[src/shared/cfg_wr_map.vh]
// constants for the two-wire configuration write target
// assumes: included by bare name from the design files under hw/
// Overview of operation
// - address byte: seven-bit target, bit0 zero writes
// - address pins all low answer to 68h
// - four command bytes follow, each acknowledged
// - command byte 0 bits 2:0, 011b writes
// - command byte 2 bits 5:2 are byte enables
// - command byte 2 bits 1:0 are address 11:10
// - command byte 3 is register address 9:2
// - four data bytes acknowledged, then STOP
// - first data byte lands in register byte 3
// - port select from byte1 3:0 and byte2 bit7
// - disabled bytes unchanged, enabled bytes updated
// - extra data bytes get a negative acknowledge
// - invalid command leaves register untouched
`ifndef CFG_WR_MAP_VH
`define CFG_WR_MAP_VH
`define TGT_ADDR_BASE 7'h68
`define OPC_WRITE 3'h3
`define OPC_LSB 0
`define BE_LSB 2
`define PORT_HI_LSB 0
`define PORT_LO_BIT 7
`define ADDR_HI_LSB 0
`define CMD_BYTES 3'h4
`define DATA_BYTES 3'h4
`define PORT_COUNT 5'h06
`endif

[src/hw/line_sync.v]
// two-flop synchroniser plus edge detect for one link line
// assumes: line comes from outside the SYS_CLK domain
`default_nettype none
module line_sync (
  input wire clk,
  input wire resetn,
  input wire ce,
  input wire din,
  output wire lvl,
  output wire rise,
  output wire fall
);
  reg meta_ff; // first stage, read only by sync_ff
  reg sync_ff; // second stage
  reg last_ff; // previous synced level
  // sample the line, idle high
  always @(posedge clk or negedge resetn) begin
    if (!resetn) begin
      meta_ff <= 1'b1;
      sync_ff <= 1'b1;
      last_ff <= 1'b1;
    end else if (ce) begin
      meta_ff <= din;
      sync_ff <= meta_ff;
      last_ff <= sync_ff;
    end
  end
  assign lvl = sync_ff;
  assign rise = ce & sync_ff & ~last_ff;
  assign fall = ce & ~sync_ff & last_ff;
endmodule // line_sync
`default_nettype wire

[src/hw/cfg_wr_target.v]
// two-wire target that accepts configuration register writes
// assumes: controller drives the link clock; SDA open drain, pull-up outside
`include "cfg_wr_map.vh"
`default_nettype none
module cfg_wr_target (
  input wire SYS_CLK,
  input wire RESETN,
  input wire CE,
  input wire SCL_IN,
  input wire SDA_IN,
  output wire SDA_OUT,
  output wire SDA_OE,
  input wire [2:0] ADDR_SEL,
  output reg WR_STB,
  output reg [4:0] WR_PORT,
  output reg [11:0] WR_ADDR,
  output reg [3:0] WR_BE,
  output reg [31:0] WR_DATA
);
  // states, one-hot
  localparam ST_IDLE = 5'h01; // wait for START
  localparam ST_ADDR = 5'h02; // address byte
  localparam ST_CMD = 5'h04;  // command bytes
  localparam ST_DATA = 5'h08; // data bytes
  localparam ST_SKIP = 5'h10; // not ours or extra, ignore until frame end

  // synchronised link lines and their edges
  wire scl_lvl, scl_rise, scl_fall;
  wire sda_lvl, sda_rise, sda_fall;
  line_sync u_scl (
    .clk(SYS_CLK), .resetn(RESETN), .ce(CE), .din(SCL_IN),
    .lvl(scl_lvl), .rise(scl_rise), .fall(scl_fall)
  );
  line_sync u_sda (
    .clk(SYS_CLK), .resetn(RESETN), .ce(CE), .din(SDA_IN),
    .lvl(sda_lvl), .rise(sda_rise), .fall(sda_fall)
  );

  // frame marks: data moves while the clock is high
  wire start_ev = sda_fall & scl_lvl; // START or repeated START
  wire stop_ev = sda_rise & scl_lvl;  // STOP

  // packet sequencing state
  reg [4:0] state_ff;
  reg [7:0] shift_ff; // incoming byte
  reg [3:0] bit_ff;   // bits received, 8 then ack slot
  reg ack_slot_ff;    // in acknowledge clock
  reg ack_drv_ff;     // pulling SDA low
  reg nak_ff;         // this byte gets no acknowledge
  reg [2:0] cnt_ff;   // byte count within phase
  // command bytes kept for the write decode
  reg [7:0] cmd0_ff, cmd1_ff, cmd2_ff, cmd3_ff;
  reg [31:0] data_ff;
  reg full_ff;        // four data bytes received and acknowledged
  reg [2:0] sel_meta_ff; // address straps, first stage
  reg [2:0] sel_sync_ff; // address straps, second stage

  // bring the address straps into the clock domain
  always @(posedge SYS_CLK or negedge RESETN) begin
    if (!RESETN) begin
      // straps read as all low until sampled
      sel_meta_ff <= 3'h0;
      sel_sync_ff <= 3'h0;
    end else if (CE) begin
      // only the second stage is read by the decode
      sel_meta_ff <= ADDR_SEL;
      sel_sync_ff <= sel_meta_ff;
    end
  end

  // which byte slot an incoming data byte lands in
  function [31:0] put_byte;
    input [31:0] word;
    input [2:0] idx;
    input [7:0] b;
    begin
      put_byte = word;
      case (idx)
        3'h0: put_byte[31:24] = b;
        3'h1: put_byte[23:16] = b;
        3'h2: put_byte[15:8] = b;
        default: put_byte[7:0] = b;
      endcase
    end
  endfunction

  // decoded fields of the address and command bytes
  wire [7:0] byte_in = {shift_ff[6:0], sda_lvl};
  wire [6:0] my_addr = `TGT_ADDR_BASE | {4'h0, sel_sync_ff};
  wire [4:0] port_sel = {cmd1_ff[`PORT_HI_LSB+3:`PORT_HI_LSB],
    cmd2_ff[`PORT_LO_BIT]};
  wire cmd_ok = (cmd0_ff[`OPC_LSB+2:`OPC_LSB] == `OPC_WRITE)
    && (port_sel < `PORT_COUNT);

  // receive, acknowledge and sequence the write packet
  always @(posedge SYS_CLK or negedge RESETN) begin
    if (!RESETN) begin
      // idle, no packet under way
      state_ff <= ST_IDLE;
      shift_ff <= 8'h00;
      bit_ff <= 4'h0;
      ack_slot_ff <= 1'b0;
      ack_drv_ff <= 1'b0;
      nak_ff <= 1'b0;
      cnt_ff <= 3'h0;
      cmd0_ff <= 8'h00;
      cmd1_ff <= 8'h00;
      cmd2_ff <= 8'h00;
      cmd3_ff <= 8'h00;
      data_ff <= 32'h00000000;
      full_ff <= 1'b0;
    end else if (CE) begin
      // a low enable freezes the whole receiver
      if (start_ev) begin
        // new frame, drop any unfinished packet
        state_ff <= ST_ADDR;
        bit_ff <= 4'h0;
        ack_slot_ff <= 1'b0;
        ack_drv_ff <= 1'b0;
        full_ff <= 1'b0;
      end else if (stop_ev) begin
        // STOP closes the frame; a short packet is dropped
        state_ff <= ST_IDLE;
        ack_slot_ff <= 1'b0;
        ack_drv_ff <= 1'b0;
        full_ff <= 1'b0;
      end else if (state_ff != ST_IDLE && state_ff != ST_SKIP) begin
        // only a frame addressed to us is followed
        if (scl_rise && !ack_slot_ff) begin
          // sample a data bit
          shift_ff <= byte_in;
          bit_ff <= bit_ff + 4'h1;
          if (bit_ff == 4'h7) begin
            nak_ff <= 1'b0;
            case (state_ff)
              ST_ADDR: begin
                // target address and direction
                if (byte_in[7:1] != my_addr || byte_in[0]) begin
                  nak_ff <= 1'b1;
                end
                cnt_ff <= 3'h0;
              end
              ST_CMD: begin
                // command bytes land in order
                cnt_ff <= cnt_ff + 3'h1;
                case (cnt_ff)
                  3'h0: cmd0_ff <= byte_in;
                  3'h1: cmd1_ff <= byte_in;
                  3'h2: cmd2_ff <= byte_in;
                  default: cmd3_ff <= byte_in;
                endcase
              end
              ST_DATA: begin
                // data bytes, any beyond four refused
                if (cnt_ff == `DATA_BYTES) begin
                  nak_ff <= 1'b1;
                end else begin
                  data_ff <= put_byte(data_ff, cnt_ff, byte_in);
                  cnt_ff <= cnt_ff + 3'h1;
                end
              end
              default: begin
                // idle and skip never get here
                nak_ff <= 1'b1;
              end
            endcase
          end
        end else if (scl_fall && bit_ff == 4'h8 && !ack_slot_ff) begin
          // enter acknowledge clock
          ack_slot_ff <= 1'b1;
          ack_drv_ff <= ~nak_ff;
        end else if (scl_fall && ack_slot_ff) begin
          // acknowledge clock over, move on
          ack_slot_ff <= 1'b0;
          ack_drv_ff <= 1'b0;
          bit_ff <= 4'h0;
          // pick the next phase, or ignore the rest of the frame
          if (nak_ff) begin
            state_ff <= ST_SKIP;
          end else if (state_ff == ST_ADDR) begin
            state_ff <= ST_CMD;
          end else if (state_ff == ST_CMD && cnt_ff == `CMD_BYTES) begin
            state_ff <= ST_DATA;
            cnt_ff <= 3'h0;
          end else if (state_ff == ST_DATA && cnt_ff == `DATA_BYTES) begin
            full_ff <= 1'b1;
          end
        end
      end
    end
  end

  // issue the register write once the fourth byte's ack has finished
  always @(posedge SYS_CLK or negedge RESETN) begin
    if (!RESETN) begin
      // no write pending after reset
      WR_STB <= 1'b0;
      WR_PORT <= 5'h00;
      WR_ADDR <= 12'h000;
      WR_BE <= 4'h0;
      WR_DATA <= 32'h00000000;
    end else if (CE) begin
      // strobe stands for one enabled cycle only
      WR_STB <= 1'b0;
      if (scl_fall && ack_slot_ff && !nak_ff && !start_ev && !stop_ev
          && state_ff == ST_DATA && cnt_ff == `DATA_BYTES && !full_ff
          && cmd_ok) begin
        // hand the whole decoded write over at once
        WR_STB <= 1'b1;
        WR_PORT <= port_sel;
        WR_BE <= cmd2_ff[`BE_LSB+3:`BE_LSB];
        WR_ADDR <= {cmd2_ff[`ADDR_HI_LSB+1:`ADDR_HI_LSB], cmd3_ff,
          2'h0};
        WR_DATA <= data_ff;
      end
    end
  end

  // open drain: the pin is only ever pulled low
  assign SDA_OUT = 1'b0;
  assign SDA_OE = ack_drv_ff;
endmodule // cfg_wr_target
`default_nettype wire

[config.mk]
export PLATFORM = sky130hd
export DESIGN_NAME = cfg_wr_target
export DESIGN_NICKNAME = d
export VERILOG_FILES = /design/src/hw/line_sync.v /design/src/hw/cfg_wr_target.v
export VERILOG_INCLUDE_DIRS = /design/src /design/src/shared
export SDC_FILE = /design/constraint.sdc
export NUM_CORES = 1
export LEC_CHECK = 0
export ABC_AREA = 1
export BUFFER_PORTS_ARGS = -buffer_cell sky130_fd_sc_hd__buf_4
export CAP_MARGIN = 20
export CORE_UTILIZATION = 34
export DETAILED_ROUTE_END_ITERATION = 8
export PLACE_DENSITY_LB_ADDON = 0.12
export SYNTH_ARGS = -nofsm -noshare
export SYNTH_HDL_FRONTEND = slang
export SYNTH_SLANG_ARGS = --single-unit
export TNS_END_PERCENT = 5
[constraint.sdc]
create_clock -name SYS_CLK -period 1.8 [get_ports SYS_CLK]
set_input_delay 0.18 -clock SYS_CLK [delete_from_list [all_inputs] [get_ports SYS_CLK]]
set_output_delay 0.18 -clock SYS_CLK [all_outputs]
set_load 0.01 [all_outputs]
# Word level (Yosys, flattened, before mapping)
# Index checks and enable logic that the tools add are counted.
dict set report classes {
  n_eq_ne 25
  order_cmp 1
  n_reduce_logical 48
  n_mul 0
  n_mux 49
  n_addsub 2
  shifts 0
  n_bitwise 19
  div 0
}
# operator n
set ops {}
lappend ops {{5-bit two-way mux} 9}
lappend ops {{9-bit AND reduction} 5}
lappend ops {{8-bit AND reduction} 4}
lappend ops {{1-bit two-way mux} 24}
lappend ops {{3-bit two-way mux} 8}
lappend ops {{4-bit two-way mux} 6}
lappend ops {{3-bit inequality test, second input constant} 7}
lappend ops {{1-bit logical AND} 15}
lappend ops {{12-bit AND reduction} 1}
lappend ops {{6-bit AND reduction} 2}
lappend ops {{3-bit nonzero test} 4}
lappend ops {{1-bit AND} 10}
lappend ops {{5-bit AND reduction} 2}
lappend ops {{1-bit NOT} 9}
lappend ops {{3-bit one-hot mux with 3 select lines} 1}
lappend ops {{7-bit inequality test} 1}
lappend ops {{3-bit by 2-bit == test with 1-bit output, second input constant} 2}
lappend ops {{2-bit inequality test, second input constant} 3}
lappend ops {{2-bit nonzero test} 3}
lappend ops {{5-bit by 2-bit == test with 1-bit output, second input constant} 1}
lappend ops {{5-bit by 3-bit == test with 1-bit output, second input constant} 1}
lappend ops {{5-bit by 4-bit == test with 1-bit output, second input constant} 1}
lappend ops {{1-bit logical NOT} 5}
lappend ops {{5-bit by 3-bit less-than comparator with 1-bit output, second input constant} 1}
lappend ops {{18 further kinds} 19}
dict set report totals {
  regBits 142
  latch_bits 0
  mem_count 0
  word_cells 173
  output_inout_bits 56
  ram_bits 0
  mem_bits_ro 0
}

# Longest topological paths before layout
# Gate-level depths: netlist (run 1).
dict set report logic_depth {
  ltp_word 12
  mapped_depth 12
  mapped_depth_nobuf 12
}

# Cells and area by module
# From an unflattened synthesis (run 1), not the netlist that was laid out.
dict set report unflattened {
  hier_cells 684
  area_unflattened_um2 6050.8
}
# mod n_inst cells_each area_each_um2
set modules_own_cells {}
lappend modules_own_cells {cfg_wr_target 1 648 5780.5}
lappend modules_own_cells {line_sync 2 18 135.1}

# Least setup slack after synthesis (run 1)
# Ideal clock, no wire load.
dict set report synth_timing {
  kind {register -> register}
  startpoint {register u_scl.sync_ff (netlist: u_scl.lvl)}
  endpoint {register data_ff[19]}
  synth_period_minus_slack_ns 1.659
  setup_slack_ns 0.141
  arrival_ns 1.534
  path_stages_with_launch 9
  path_buffers 1
  cell_sequence {dfstp_2 > nand2_2 > nor3_4 > nand2_1 > nor2_2 > nand3b_2 > buf_2 > nand2_1 > o21ai_1}
}
dict set report synth_via {
  elab_chain_len 4
  word_cells_on_any_way 8
  classes_between {bitwise (6); reduce/logical (2)}
}
# element line_no
set synth_rtl {}
lappend synth_rtl {{start, declared} line_sync.v:14} ;# reg sync_ff;
lappend synth_rtl {{start signal, assigned} line_sync.v:24} ;# sync_ff <= meta_ff;
lappend synth_rtl {{1-bit AND (2 in series)} line_sync.v:29} ;# assign rise = ce & sync_ff & ~last_ff;
lappend synth_rtl {{1-bit logical AND} cfg_wr_target.v:129} ;# if (scl_rise && !ack_slot_ff) begin
lappend synth_rtl {{9-bit AND reduction (no source line) *} -}
lappend synth_rtl {{end signal, assigned} cfg_wr_target.v:158} ;# data_ff <= put_byte(data_ff, cnt_ff, byte_in);
lappend synth_rtl {{end, declared} cfg_wr_target.v:53} ;# reg [31:0] data_ff;
# Every way passes the cells marked *; elsewhere a longest branch is shown, timed or not.
# A chain may end at the register's enable or synchronous reset.

# Worst setup path in the final report (run 1)
dict set report layout_timing {
  startpoint {register u_scl.last_ff}
  endpoint {register WR_ADDR[6]}
}
dict set report layout_via {
  elab_chain_len 10
}
# element line_no
set layout_rtl {}
lappend layout_rtl {{start, declared} line_sync.v:15} ;# reg last_ff;
lappend layout_rtl {{start signal, assigned} line_sync.v:25} ;# last_ff <= sync_ff;
lappend layout_rtl {{1-bit AND} line_sync.v:30} ;# assign fall = ce & ~sync_ff & last_ff;
lappend layout_rtl {{1-bit logical AND (4 in series)} cfg_wr_target.v:205} ;# if (scl_fall && ack_slot_ff && !nak_ff && !start_ev && !stop_ev
lappend layout_rtl {{1-bit logical AND} cfg_wr_target.v:206} ;# && state_ff == ST_DATA && cnt_ff == `DATA_BYTES && !full_ff
lappend layout_rtl {{1-bit logical AND (no source line)} -}
lappend layout_rtl {{1-bit logical AND (2 in series)} cfg_wr_target.v:205}
lappend layout_rtl {{2-bit AND reduction (no source line)} -}
lappend layout_rtl {{end signal, assigned} cfg_wr_target.v:212} ;# WR_ADDR <= {cmd2_ff[`ADDR_HI_LSB+1:`ADDR_HI_LSB], cmd3_ff,
lappend layout_rtl {{end, declared} cfg_wr_target.v:16} ;# output reg [11:0] WR_ADDR,
# No other way between the ends.

==> key figures, run 1 <==
Status
  • Run status: complete, no violations

Setup path
  • Most used cell along the critical path: nand2_1
  • CP max FO: 30
  • CP top delay family: flip-flops
  • CP Cell Sequence: nand2_1 > nor2_2 > nand2_2 > inv_2 > nand4_1 > buf_4 > clkbuf_16 > nand2_1 > o21ai_0
  • CP arrival: 2020 ps
  • Slowest cell on crit path: dfstp_2
  • Req. time, crit path: 2100 ps
  • CP max stage delay: 560 ps
  • Crit Path Class: register to register
  • CP Launch Type: register
  • Reg2reg setup slack: 80 ps
  • CP Capture Type: register
  • CP bufs+invs: 3

Timing
  • Final Max Slew Viols: 0
  • Period utilization: 0.957
  • Worst Skew: 8.23 ps
  • Setup violators final: 0
  • Hold Fails Final Rpt: 0
  • Post-layout min period: 1720 ps
  • Hold slack: 49.2 ps
  • Max Fclk: 0.581 GHz
  • Unrepaired setup endpoints after global routing: true
  • Setup TNS: 0 ps

Clocking
  • Sink Count: 141
  • CTS root buf: clkbuf_16
  • Num CTS Buffers: 17
  • CTS tree: yes
  • Max H-tree Level: 4
  • Clk Latency, worst-skew pair: 420 ps
  • Clk slew on worst S/H paths: 60 ps
  • Buffer levels on the longest clock path: 2

Synthesis
  • Async SR Flop Fraction: 1.00
  • FF+latch count, synth: 141
  • Cells after synthesis: 677
  • Average size of a mapped cell: 8.78 sq um
  • EDFF count, synth: 0
  • Area of the mapped netlist: 0.00594 sq mm
  • Sequential fraction of the synthesis area: 0.595
  • Post-synthesis cell type count: 28
  • Yosys warns: 0
  • Main synth FF type: dfrtp_1

Power
  • Combinational power share: 0.091
  • VDD IR max: 0.682 mV
  • Switching portion of total power: 0.258
  • Register share of total power: 0.456
  • Clock Power Share: 0.453
  • Sw power: 1.93 mW
  • Pwr/cell area: 980 mW/mm^2
  • Static Leak: 3.65 nW
  • Cell-internal power: 5.56 mW

Die
  • Die Footprint: 0.0180 sq mm
  • Die X: 134 um
  • I/O pins: 64
  • Core Area: 0.0168 sq mm
  • Die Ht: 134 um
  • # rows: 47
  • Initial Utilization: 0.353

Finish
  • Share of cells above drive strength 1: 0.206
  • Final core occ: 0.454
  • Final #Nets: 791
  • Layout Area Growth over Synthesis: 28.5%
  • Fin area: 0.00764 sq mm
  • Antenna Diode Count: 0
  • Commonest non-fill, non-tap cell in the layout: nand2_1
  • Commonest non-fill, non-tap cells in the layout: 195 x nand2_1, 134 x dfrtp_1, 90 x inv_1

Detailed routing
  • WL final: 13600 um
  • DR WL/cell: 13.5 um
  • Via-to-Cell Ratio: 4.56
  • Drt initial violations: 252
  • Vias after detailed routing: 4610
  • Drt drc: 0
  • Drt pass-1 iters: 6
  • Antenna Nets Post-Route: 0

Global routing
  • Initial antenna violation count: 0
  • GRT Resource Usage Total: 0.164
  • Vias in the first global route: 4437
  • First-pass GRT wire length: 22400 um
  • Total grt overflow: 0
  • Largest net degree at the start of global routing: 61

Place
  • # port buffers: 60
  • GP Congestion: 0.836
  • Placed inst area: 0.00689 sq mm
  • DP HPWL: 9310 um

Hold path
  • Worst hold path class: input port to register

Flow run
  • Maxcap violations: 0
worst register-to-register path, delay by kind of cell (launching register included):
kind                   cells  cell delay (ps)
DFF                        1              560
and+or+nand+nor            5              500
buffers and inverters      3              470
AOI/OAI and AO/OA          1               80
layout make-up:
class | instances | area [sq um]
clock buffers | 21 | 470
clock inverters | 11 | 106
fillers | 1689 | 9180
inverters | 94 | 353
multi-input cells | 420 | 1990
flip-flops and latches | 141 | 3540
well taps | 220 | 275
repair buffers | 103 | 905
kinds of logic after synthesis:
| kind of cell | after synthesis | synth area share |
|---|---|---|
| AO/OA/AOI/OAI | 126 | 0.106 |
| XOR/XNOR | 2 | 0.00295 |
| adder cells (fa/ha/maj) | 6 | 0.0126 |
| buffers and inverters | 118 | 0.0789 |
| flip-flops | 141 | 0.595 |
| multiplexers | 1 | 0.00168 |
| other | 1 | 0.000631 |
| AND/OR/NAND/NOR | 282 | 0.202 |
power by group through the flow:
stage / Sequential (mW) / Combinational [mW] / Clock, mW
after floorplan: 3.45 / 0.326 / 0
after global placement: 3.46 / 0.658 / 0
after detailed placement: 3.47 / 0.669 / 0
after CTS: 3.41 / 0.683 / 3.50
after global routing: 3.43 / 0.770 / 3.63
final: 3.41 / 0.681 / 3.39
state kept, by name, summed over array words and instances (netlist names), 3 cells and up:
register	flops
sel_meta_ff	3
WR_ADDR	10
shift_ff	7
WR_PORT	5
data_ff	32
WR_BE	4
sel_sync_ff	3
cmd3_ff	8
cmd1_ff	4
bit_ff	4
state_ff	5
cmd0_ff	3
cnt_ff	3
cmd2_ff	7
WR_DATA	32
Yosys cell counts, types with 2 or more instances:
library cell / n / area (sq um)
nand2_1: 199 / 747
dfrtp_1: 134 / 3350
inv_1: 91 / 342
o21ai_0: 83 / 415
o21ai_1: 42 / 210
nor2_1: 32 / 120
nand3_1: 26 / 130
clkbuf_1: 13 / 48.8
dfstp_2: 7 / 184
buf_2: 6 / 30.0
ha_1: 6 / 75.1
buf_4: 5 / 37.5
nand2_2: 5 / 31.3
nand4_1: 4 / 25.0
inv_2: 3 / 11.3
nand3_2: 3 / 30.0
nor3_1: 3 / 15.0
nor3b_1: 3 / 22.5
nor2_2: 2 / 12.5
xnor2_1: 2 / 17.5
through the flow:
step	instances	total power [mW]	setup WS, ps
2_1_floorplan	679	3.78	141
3_3_place_gp	969	4.12	-31.7
3_5_place_dp	969	4.13	-92.7
4_1_cts	1007	7.59	-46.2
5_1_grt	1010	7.83	-58.9
6_report	1010	7.49	77.6
worst paths after layout:
| check | startpoint | depth (start not counted) | endpoint |
|---|---|---|---|
| max | u_scl.last_ff$_DFFE_PN1P_ | 9 | WR_ADDR[6]$_DFFE_PN0P_ |
| min | CE | 3 | u_scl.last_ff$_DFFE_PN1P_ |
| max reg2reg | u_scl.last_ff$_DFFE_PN1P_ | 9 | WR_ADDR[6]$_DFFE_PN0P_ |
| min reg2reg | u_scl.meta_ff$_DFFE_PN1P_ | 2 | u_scl.meta_ff$_DFFE_PN1P_ |
| max in group asynchronous | RESETN | 3 | u_sda.meta_ff$_DFFE_PN1P_ |
| min in group asynchronous | RESETN | 2 | data_ff[6]$_DFFE_PN0P_ |
per-layer routing:
layer / GRT usage / vias up / part of all wire
met5: 0 / - / 0
met4: 0.0743 / 0 / 0.020
met3: 0.0370 / 21 / 0.035
met2: 0.258 / 83 / 0.46
met1: 0.214 / 2173 / 0.48
li1: - / 2333 / -
repair_timing:
| action | in CTS | in global routing |
|---|---|---|
| endpoints found under the hold margin | 42 | 0 |
| setup buffers | 0 | 2 |
| endpoints found under the setup margin | 36 | 116 |
| hold buffers | 6 | 0 |
| pin swaps | 0 | 1 |
| gates resized for setup | 1 | 22 |
| cloned | 0 | 1 |
Note: power is estimated with default switching activity, not from simulation.
==> run 2: changes to the inputs <==
--- a/config.mk
+++ b/config.mk
@@ -8,9 +8,10 @@
 export LEC_CHECK = 0
 export ABC_AREA = 1
 export BUFFER_PORTS_ARGS = -buffer_cell sky130_fd_sc_hd__buf_4
-export CAP_MARGIN = 20
+export CAP_MARGIN = 15
 export CORE_UTILIZATION = 34
 export DETAILED_ROUTE_END_ITERATION = 8
+export HOLD_SLACK_MARGIN = 0.06
 export PLACE_DENSITY_LB_ADDON = 0.12
 export SYNTH_ARGS = -nofsm -noshare
 export SYNTH_HDL_FRONTEND = slang
==> run 2 against run 1 <==
Compared with the run above: global-route usage about the same; clock skew up 0.75 ps; maximum frequency decreased by 0.12%; flip-flop and latch count unchanged; clock power barely moved; highest routed layer unchanged.
==> key figures, run 2 (synthesized netlist as in run 1, its figures left out) <==
Clocking
  • Sink Count: 141
  • Buffer levels on the longest clock path: 2
  • CTS tree: yes
  • Num CTS Buffers: 17
  • Max H-tree Level: 4
  • Clk slew on worst S/H paths: 60 ps
  • CTS root buf: clkbuf_16
  • Clk Latency, worst-skew pair: 420 ps

Power
  • VDD IR max: 0.683 mV
  • Pwr Total: 7.49 mW
  • Static Leak: 3.65 nW
  • Pwr/cell area: 979 mW/mm^2

Global routing
  • GRT Resource Usage Total: 0.164
  • First-pass GRT wire length: 22500 um
  • Total grt overflow: 0
  • Largest net degree at the start of global routing: 61
  • Initial antenna violation count: 0
  • Vias in the first global route: 4445

Timing
  • Period utilization: 0.958
  • Final Max Slew Viols: 0
  • Setup TNS: 0 ps
  • Setup violators final: 0
  • Worst Skew: 8.98 ps
  • Final worst setup slack: 75.4 ps
  • Post-layout min period: 1720 ps
  • Hold slack: 122 ps
  • Hold Fails Final Rpt: 0
  • Unrepaired setup endpoints after global routing: true
  • Max Fclk: 0.580 GHz

Hold path
  • HP Start: CE
  • Worst hold path class: input port to register
  • Worst Hold End: u_scl.last_ff$_DFFE_PN1P_
  • Hold path depth: 3

Die
  • Die X: 134 um
  • Die Footprint: 0.0180 sq mm
  • Initial Utilization: 0.353
  • # rows: 47
  • Die Ht: 134 um
  • I/O pins: 64
  • Core Area: 0.0168 sq mm

Setup path
  • Reg2reg setup slack: 80 ps
  • R2r endpoint: WR_ADDR[6]$_DFFE_PN0P_
  • CP arrival: 2020 ps
  • Reg2Reg Depth: 9
  • Slowest cell on crit path: dfstp_2
  • Reg-to-Reg Start: u_scl.last_ff$_DFFE_PN1P_
  • CP Cell Sequence: nand2_1 > nor2_2 > nand2_2 > inv_2 > nand4_1 > buf_4 > clkbuf_16 > nand2_1 > o21ai_0
  • Crit Path Class: register to register
  • CP Capture Type: register
  • Req. time, crit path: 2100 ps
  • Most used cell along the critical path: nand2_1
  • CP max stage delay: 560 ps
  • CP max FO: 30
  • CP Launch Type: register

Flow run
  • Maxcap violations: 0

Place
  • DP HPWL: 9310 um
  • GP Congestion: 0.836
  • # port buffers: 60
  • Pre-CTS setup slack: -92.7 ps

Detailed routing
  • Drt drc: 0
  • DR WL/cell: 13.5 um
  • Drt initial violations: 283
  • WL final: 13600 um
  • Drt pass-1 iters: 6
  • Via-to-Cell Ratio: 4.56
  • Antenna Nets Post-Route: 0
  • Vias after detailed routing: 4611

Finish
  • Commonest non-fill, non-tap cell in the layout: nand2_1
  • Antenna Diode Count: 0
  • Share of cells above drive strength 1: 0.206
  • Final #Nets: 792
  • Final core occ: 0.455
  • Commonest non-fill, non-tap cells in the layout: 195 x nand2_1, 134 x dfrtp_1, 90 x inv_1
  • Layout Area Growth over Synthesis: 28.7%
  • Regs by FF count: WR_DATA (32), data_ff (32), WR_ADDR (10)

Status
  • Run status: complete, no violations
[run 2: cell count changes in the layout (fill, tap and decap cells not counted)]
cell | previous run | this run
dlygate4sd3_1 | 6 | 7
[run 2: final cells by class]
class	count	area (sq um)
Inverter	94	353
Multi-Input combinational cell	420	1990
Clock buffer	21	470
Clock inverter	11	106
Fill cell	1688	9170
Tap cell	220	275
Sequential cell	141	3540
Timing Repair Buffer	104	915
[run 2: worst max-delay path: cells and delay by family (launching register included)]
kind	cells	cell delay [ps]
compound gates	1	80
simple gates	5	490
buf+inv	3	470
flops	1	560
[run 2: metrics by stage]
stage	instance area (sq um)	cells
CTS	7540	1008
floorplan	5950	679
global placement	6890	969
global route	7650	1011
finish	7650	1011
detailed placement	6890	969
[run 2: metal layers]
layer / global-route usage / vias to the layer above / routed length [um]
met2: 0.259 / 86 / 6350
met3: 0.0370 / 22 / 496
li1: - / 2334 / -
met1: 0.214 / 2169 / 6500
met5: 0 / - / 0
met4: 0.0743 / 0 / 272
[run 2: worst max path at each step]
stage                                    endpoint                 startpoint
after floorplan           data_ff[19]$_DFFE_PN0P_      u_scl.lvl$_DFFE_PN1P_
after global placement    WR_DATA[14]$_DFFE_PN0P_  u_scl.last_ff$_DFFE_PN1P_
after detailed placement   WR_ADDR[8]$_DFFE_PN0P_  u_scl.last_ff$_DFFE_PN1P_
after CTS                 WR_DATA[30]$_DFFE_PN0P_  u_scl.last_ff$_DFFE_PN1P_
after global routing       cmd2_ff[4]$_DFFE_PN0P_      bit_ff[1]$_DFFE_PN0P_
final                      WR_ADDR[6]$_DFFE_PN0P_  u_scl.last_ff$_DFFE_PN1P_
[run 2: where the power goes]
group	leakage, nW	total (mW)	internal [mW]	switching (mW)
sequential	1.91	3.41	3.31	0.0984
clock	0.282	3.39	2.03	1.37
combinational	1.46	0.683	0.216	0.466
[run 2: timing repair]
action                                 in CTS  in global routing
setup buffers                               0                  2
resized for setup                           1                 22
setup endpoints to repair                  36                116
gates cloned                                0                  1
hold buffers                                7                  0
endpoints found under the hold margin      46                  0
pin swaps                                   0                  1
==> run 3: changes to the inputs <==
==> constraint.sdc (replaced) <==
create_clock -name SYS_CLK -period 1.7 [get_ports SYS_CLK]
set_input_delay 0.17 -clock SYS_CLK [delete_from_list [all_inputs] [get_ports SYS_CLK]]
set_output_delay 0.17 -clock SYS_CLK [all_outputs]
set_load 0.005 [all_outputs]
==> run 3 against run 2 <==
Compared with the run above: setup slack lost 73 ps; register-to-register slack lost 70 ps; via count shrank 0.67%; worst hold slack lost 7.3 ps; critical endpoint is now cmd3_ff[7]$_DFFE_PN0P_; flip-flop and latch count is the same; largest power group is now clock; final cell count grew 0.49%; highest routed layer unchanged; sequential share of layout area shrank 0.63 points; clock skew grew 1.7 ps; sequential power grew 5.9%; die area is the same.
==> key figures, run 3 (synthesized netlist as in run 1, its figures left out) <==
Status
  • Run status: complete, no violations

Flow run
  • Maxcap violations: 0

Detailed routing
  • Drt initial violations: 262
  • DR WL/cell: 13.2 um
  • Drt drc: 0
  • Via-to-Cell Ratio: 4.51
  • Drt pass-1 iters: 5
  • Antenna Nets Post-Route: 0
  • Vias after detailed routing: 4580
  • WL final: 13400 um

Hold path
  • HP Start: CE
  • Worst hold path class: input port to register

Place
  • GP Congestion: 0.831
  • Pre-CTS setup slack: -94.7 ps
  • # port buffers: 60
  • DP HPWL: 9160 um
  • Placed inst area: 0.00693 sq mm
  • Placed cells: 974

Finish
  • Fin area: 0.00775 sq mm
  • Regs by FF count: WR_DATA (32), data_ff (32), WR_ADDR (10)
  • Antenna Diode Count: 0
  • Layout Area Growth over Synthesis: 30.5%
  • Commonest non-fill, non-tap cells in the layout: 196 x nand2_1, 134 x dfrtp_1, 92 x buf_4
  • Commonest non-fill, non-tap cell in the layout: nand2_1
  • Share of cells above drive strength 1: 0.210
  • Final #Nets: 797
  • Non-filler cells, final: 1016

Die
  • Core Area: 0.0168 sq mm
  • Die X: 134 um
  • Die Footprint: 0.0180 sq mm
  • Initial Utilization: 0.353
  • # rows: 47
  • Die Ht: 134 um
  • I/O pins: 64

Timing
  • Period utilization: 0.998
  • Setup violators final: 0
  • Final Max Slew Viols: 0
  • Post-layout min period: 1700 ps
  • Final worst setup slack: 2.57 ps
  • Worst Skew: 10.7 ps
  • Hold slack: 114 ps
  • Hold Fails Final Rpt: 0
  • Max Fclk: 0.589 GHz
  • Unrepaired setup endpoints after global routing: true

Setup path
  • CP max stage delay: 530 ps
  • CP arrival: 1970 ps
  • Most used cell along the critical path: nand2_1
  • Crit path launch: state_ff[0]$_DFFE_PN1P_
  • CP bufs+invs: 2
  • CP Capture Type: register
  • CP Cell Sequence: inv_1 > nand2_1 > nand4_1 > nand2_1 > nor2_1 > nand2_1 > buf_12 > o21ai_0
  • CP Launch Type: register
  • Slowest cell on crit path: dfstp_2
  • Reg-to-Reg Start: state_ff[0]$_DFFE_PN1P_
  • CP max FO: 16
  • CP top delay family: simple AND/OR/NAND/NOR gates
  • Crit Path Class: register to register
  • Req. time, crit path: 1980 ps

Global routing
  • Largest net degree at the start of global routing: 61
  • Initial antenna violation count: 0
  • Vias in the first global route: 4575
  • Total grt overflow: 0
  • GRT Resource Usage Total: 0.162
  • First-pass GRT wire length: 22600 um

Clocking
  • Max H-tree Level: 4
  • CTS root buf: clkbuf_16
  • Sink Count: 141
  • Clk Latency, worst-skew pair: 420 ps
  • Clk slew on worst S/H paths: 60 ps
  • Num CTS Buffers: 17
  • CTS tree: yes
  • Buffer levels on the longest clock path: 2

Power
  • Static Leak: 3.72 nW
  • Pwr Total: 8.27 mW
  • Pwr/cell area: 1070 mW/mm^2
  • VDD IR max: 0.672 mV
-- run 3: cell types whose count changed in the layout (fill, tap and decap cells not counted), moves of 2 or more --
cell	previous run	this run
buf_4	87	92
o21ai_1	44	47
nand3_1	26	23
o21ai_0	81	78
inv_6	3	1
nand3_2	3	6
bufinv_16	1	4
-- run 3: path summary, 6_finish.rpt --
path                                        endpoint  slack [ps]  depth (start not counted)
setup reg to reg              cmd3_ff[7]$_DFFE_PN0P_           3                          8
max in group asynchronous      u_scl.lvl$_DFFE_PN1P_         880                          3
setup / recovery              cmd3_ff[7]$_DFFE_PN0P_           3                          8
hold reg to reg            u_scl.meta_ff$_DFFE_PN1P_         460                          2
hold / removal             u_scl.last_ff$_DFFE_PN1P_         110                          3
min in group asynchronous     WR_DATA[4]$_DFFE_PN0P_         200                          2
-- run 3: worst reg2reg max path, cell delays in order (launching register included) --
cell and delay [ps]:
dfstp_2 530, inv_1 50, nand2_1 90, nand4_1 260, nand2_1 230, nor2_1 70, nand2_1 100, buf_12 150
o21ai_0 90
-- run 3: area by class of cell --
type	count	area [sq um]
clock buffer	22	474
multi-input combinational	420	2000
inverter	94	353
clock inverter	10	160
timing repair buffer	109	957
sequential	141	3540
tap	220	275
fill	1673	9060
-- run 3: where the power goes --
group | switching [mW] | internal [mW]
clock | 1.37 | 2.57
sequential | 0.0981 | 3.51
combinational | 0.484 | 0.237
-- run 3: per-stage QoR --
stage / TNS (ps) / util
2_1_floorplan: 0 / -
3_3_place_gp: -2530 / 0.412
3_5_place_dp: -3190 / 0.412
4_1_cts: -447 / 0.455
5_1_grt: -6870 / 0.461
6_report: 0 / 0.461
-- run 3: timing repair --
item,4_1_cts,5_1_grt
pin swaps,0,3
gates cloned,0,1
gates resized for setup,5,22
hold buffers,7,0
setup buffers,0,2
endpoints found under the setup margin,90,127
endpoints found under the hold margin,140,0
-- run 3: per-layer routing --
metal / up-vias / routed length (um) / GRT usage
li1: 2341 / - / -
met1: 2159 / 6450 / 0.217
met2: 74 / 6380 / 0.254
met3: 6 / 490 / 0.0461
met4: 0 / 72 / 0.0493
met5: - / 0 / 0
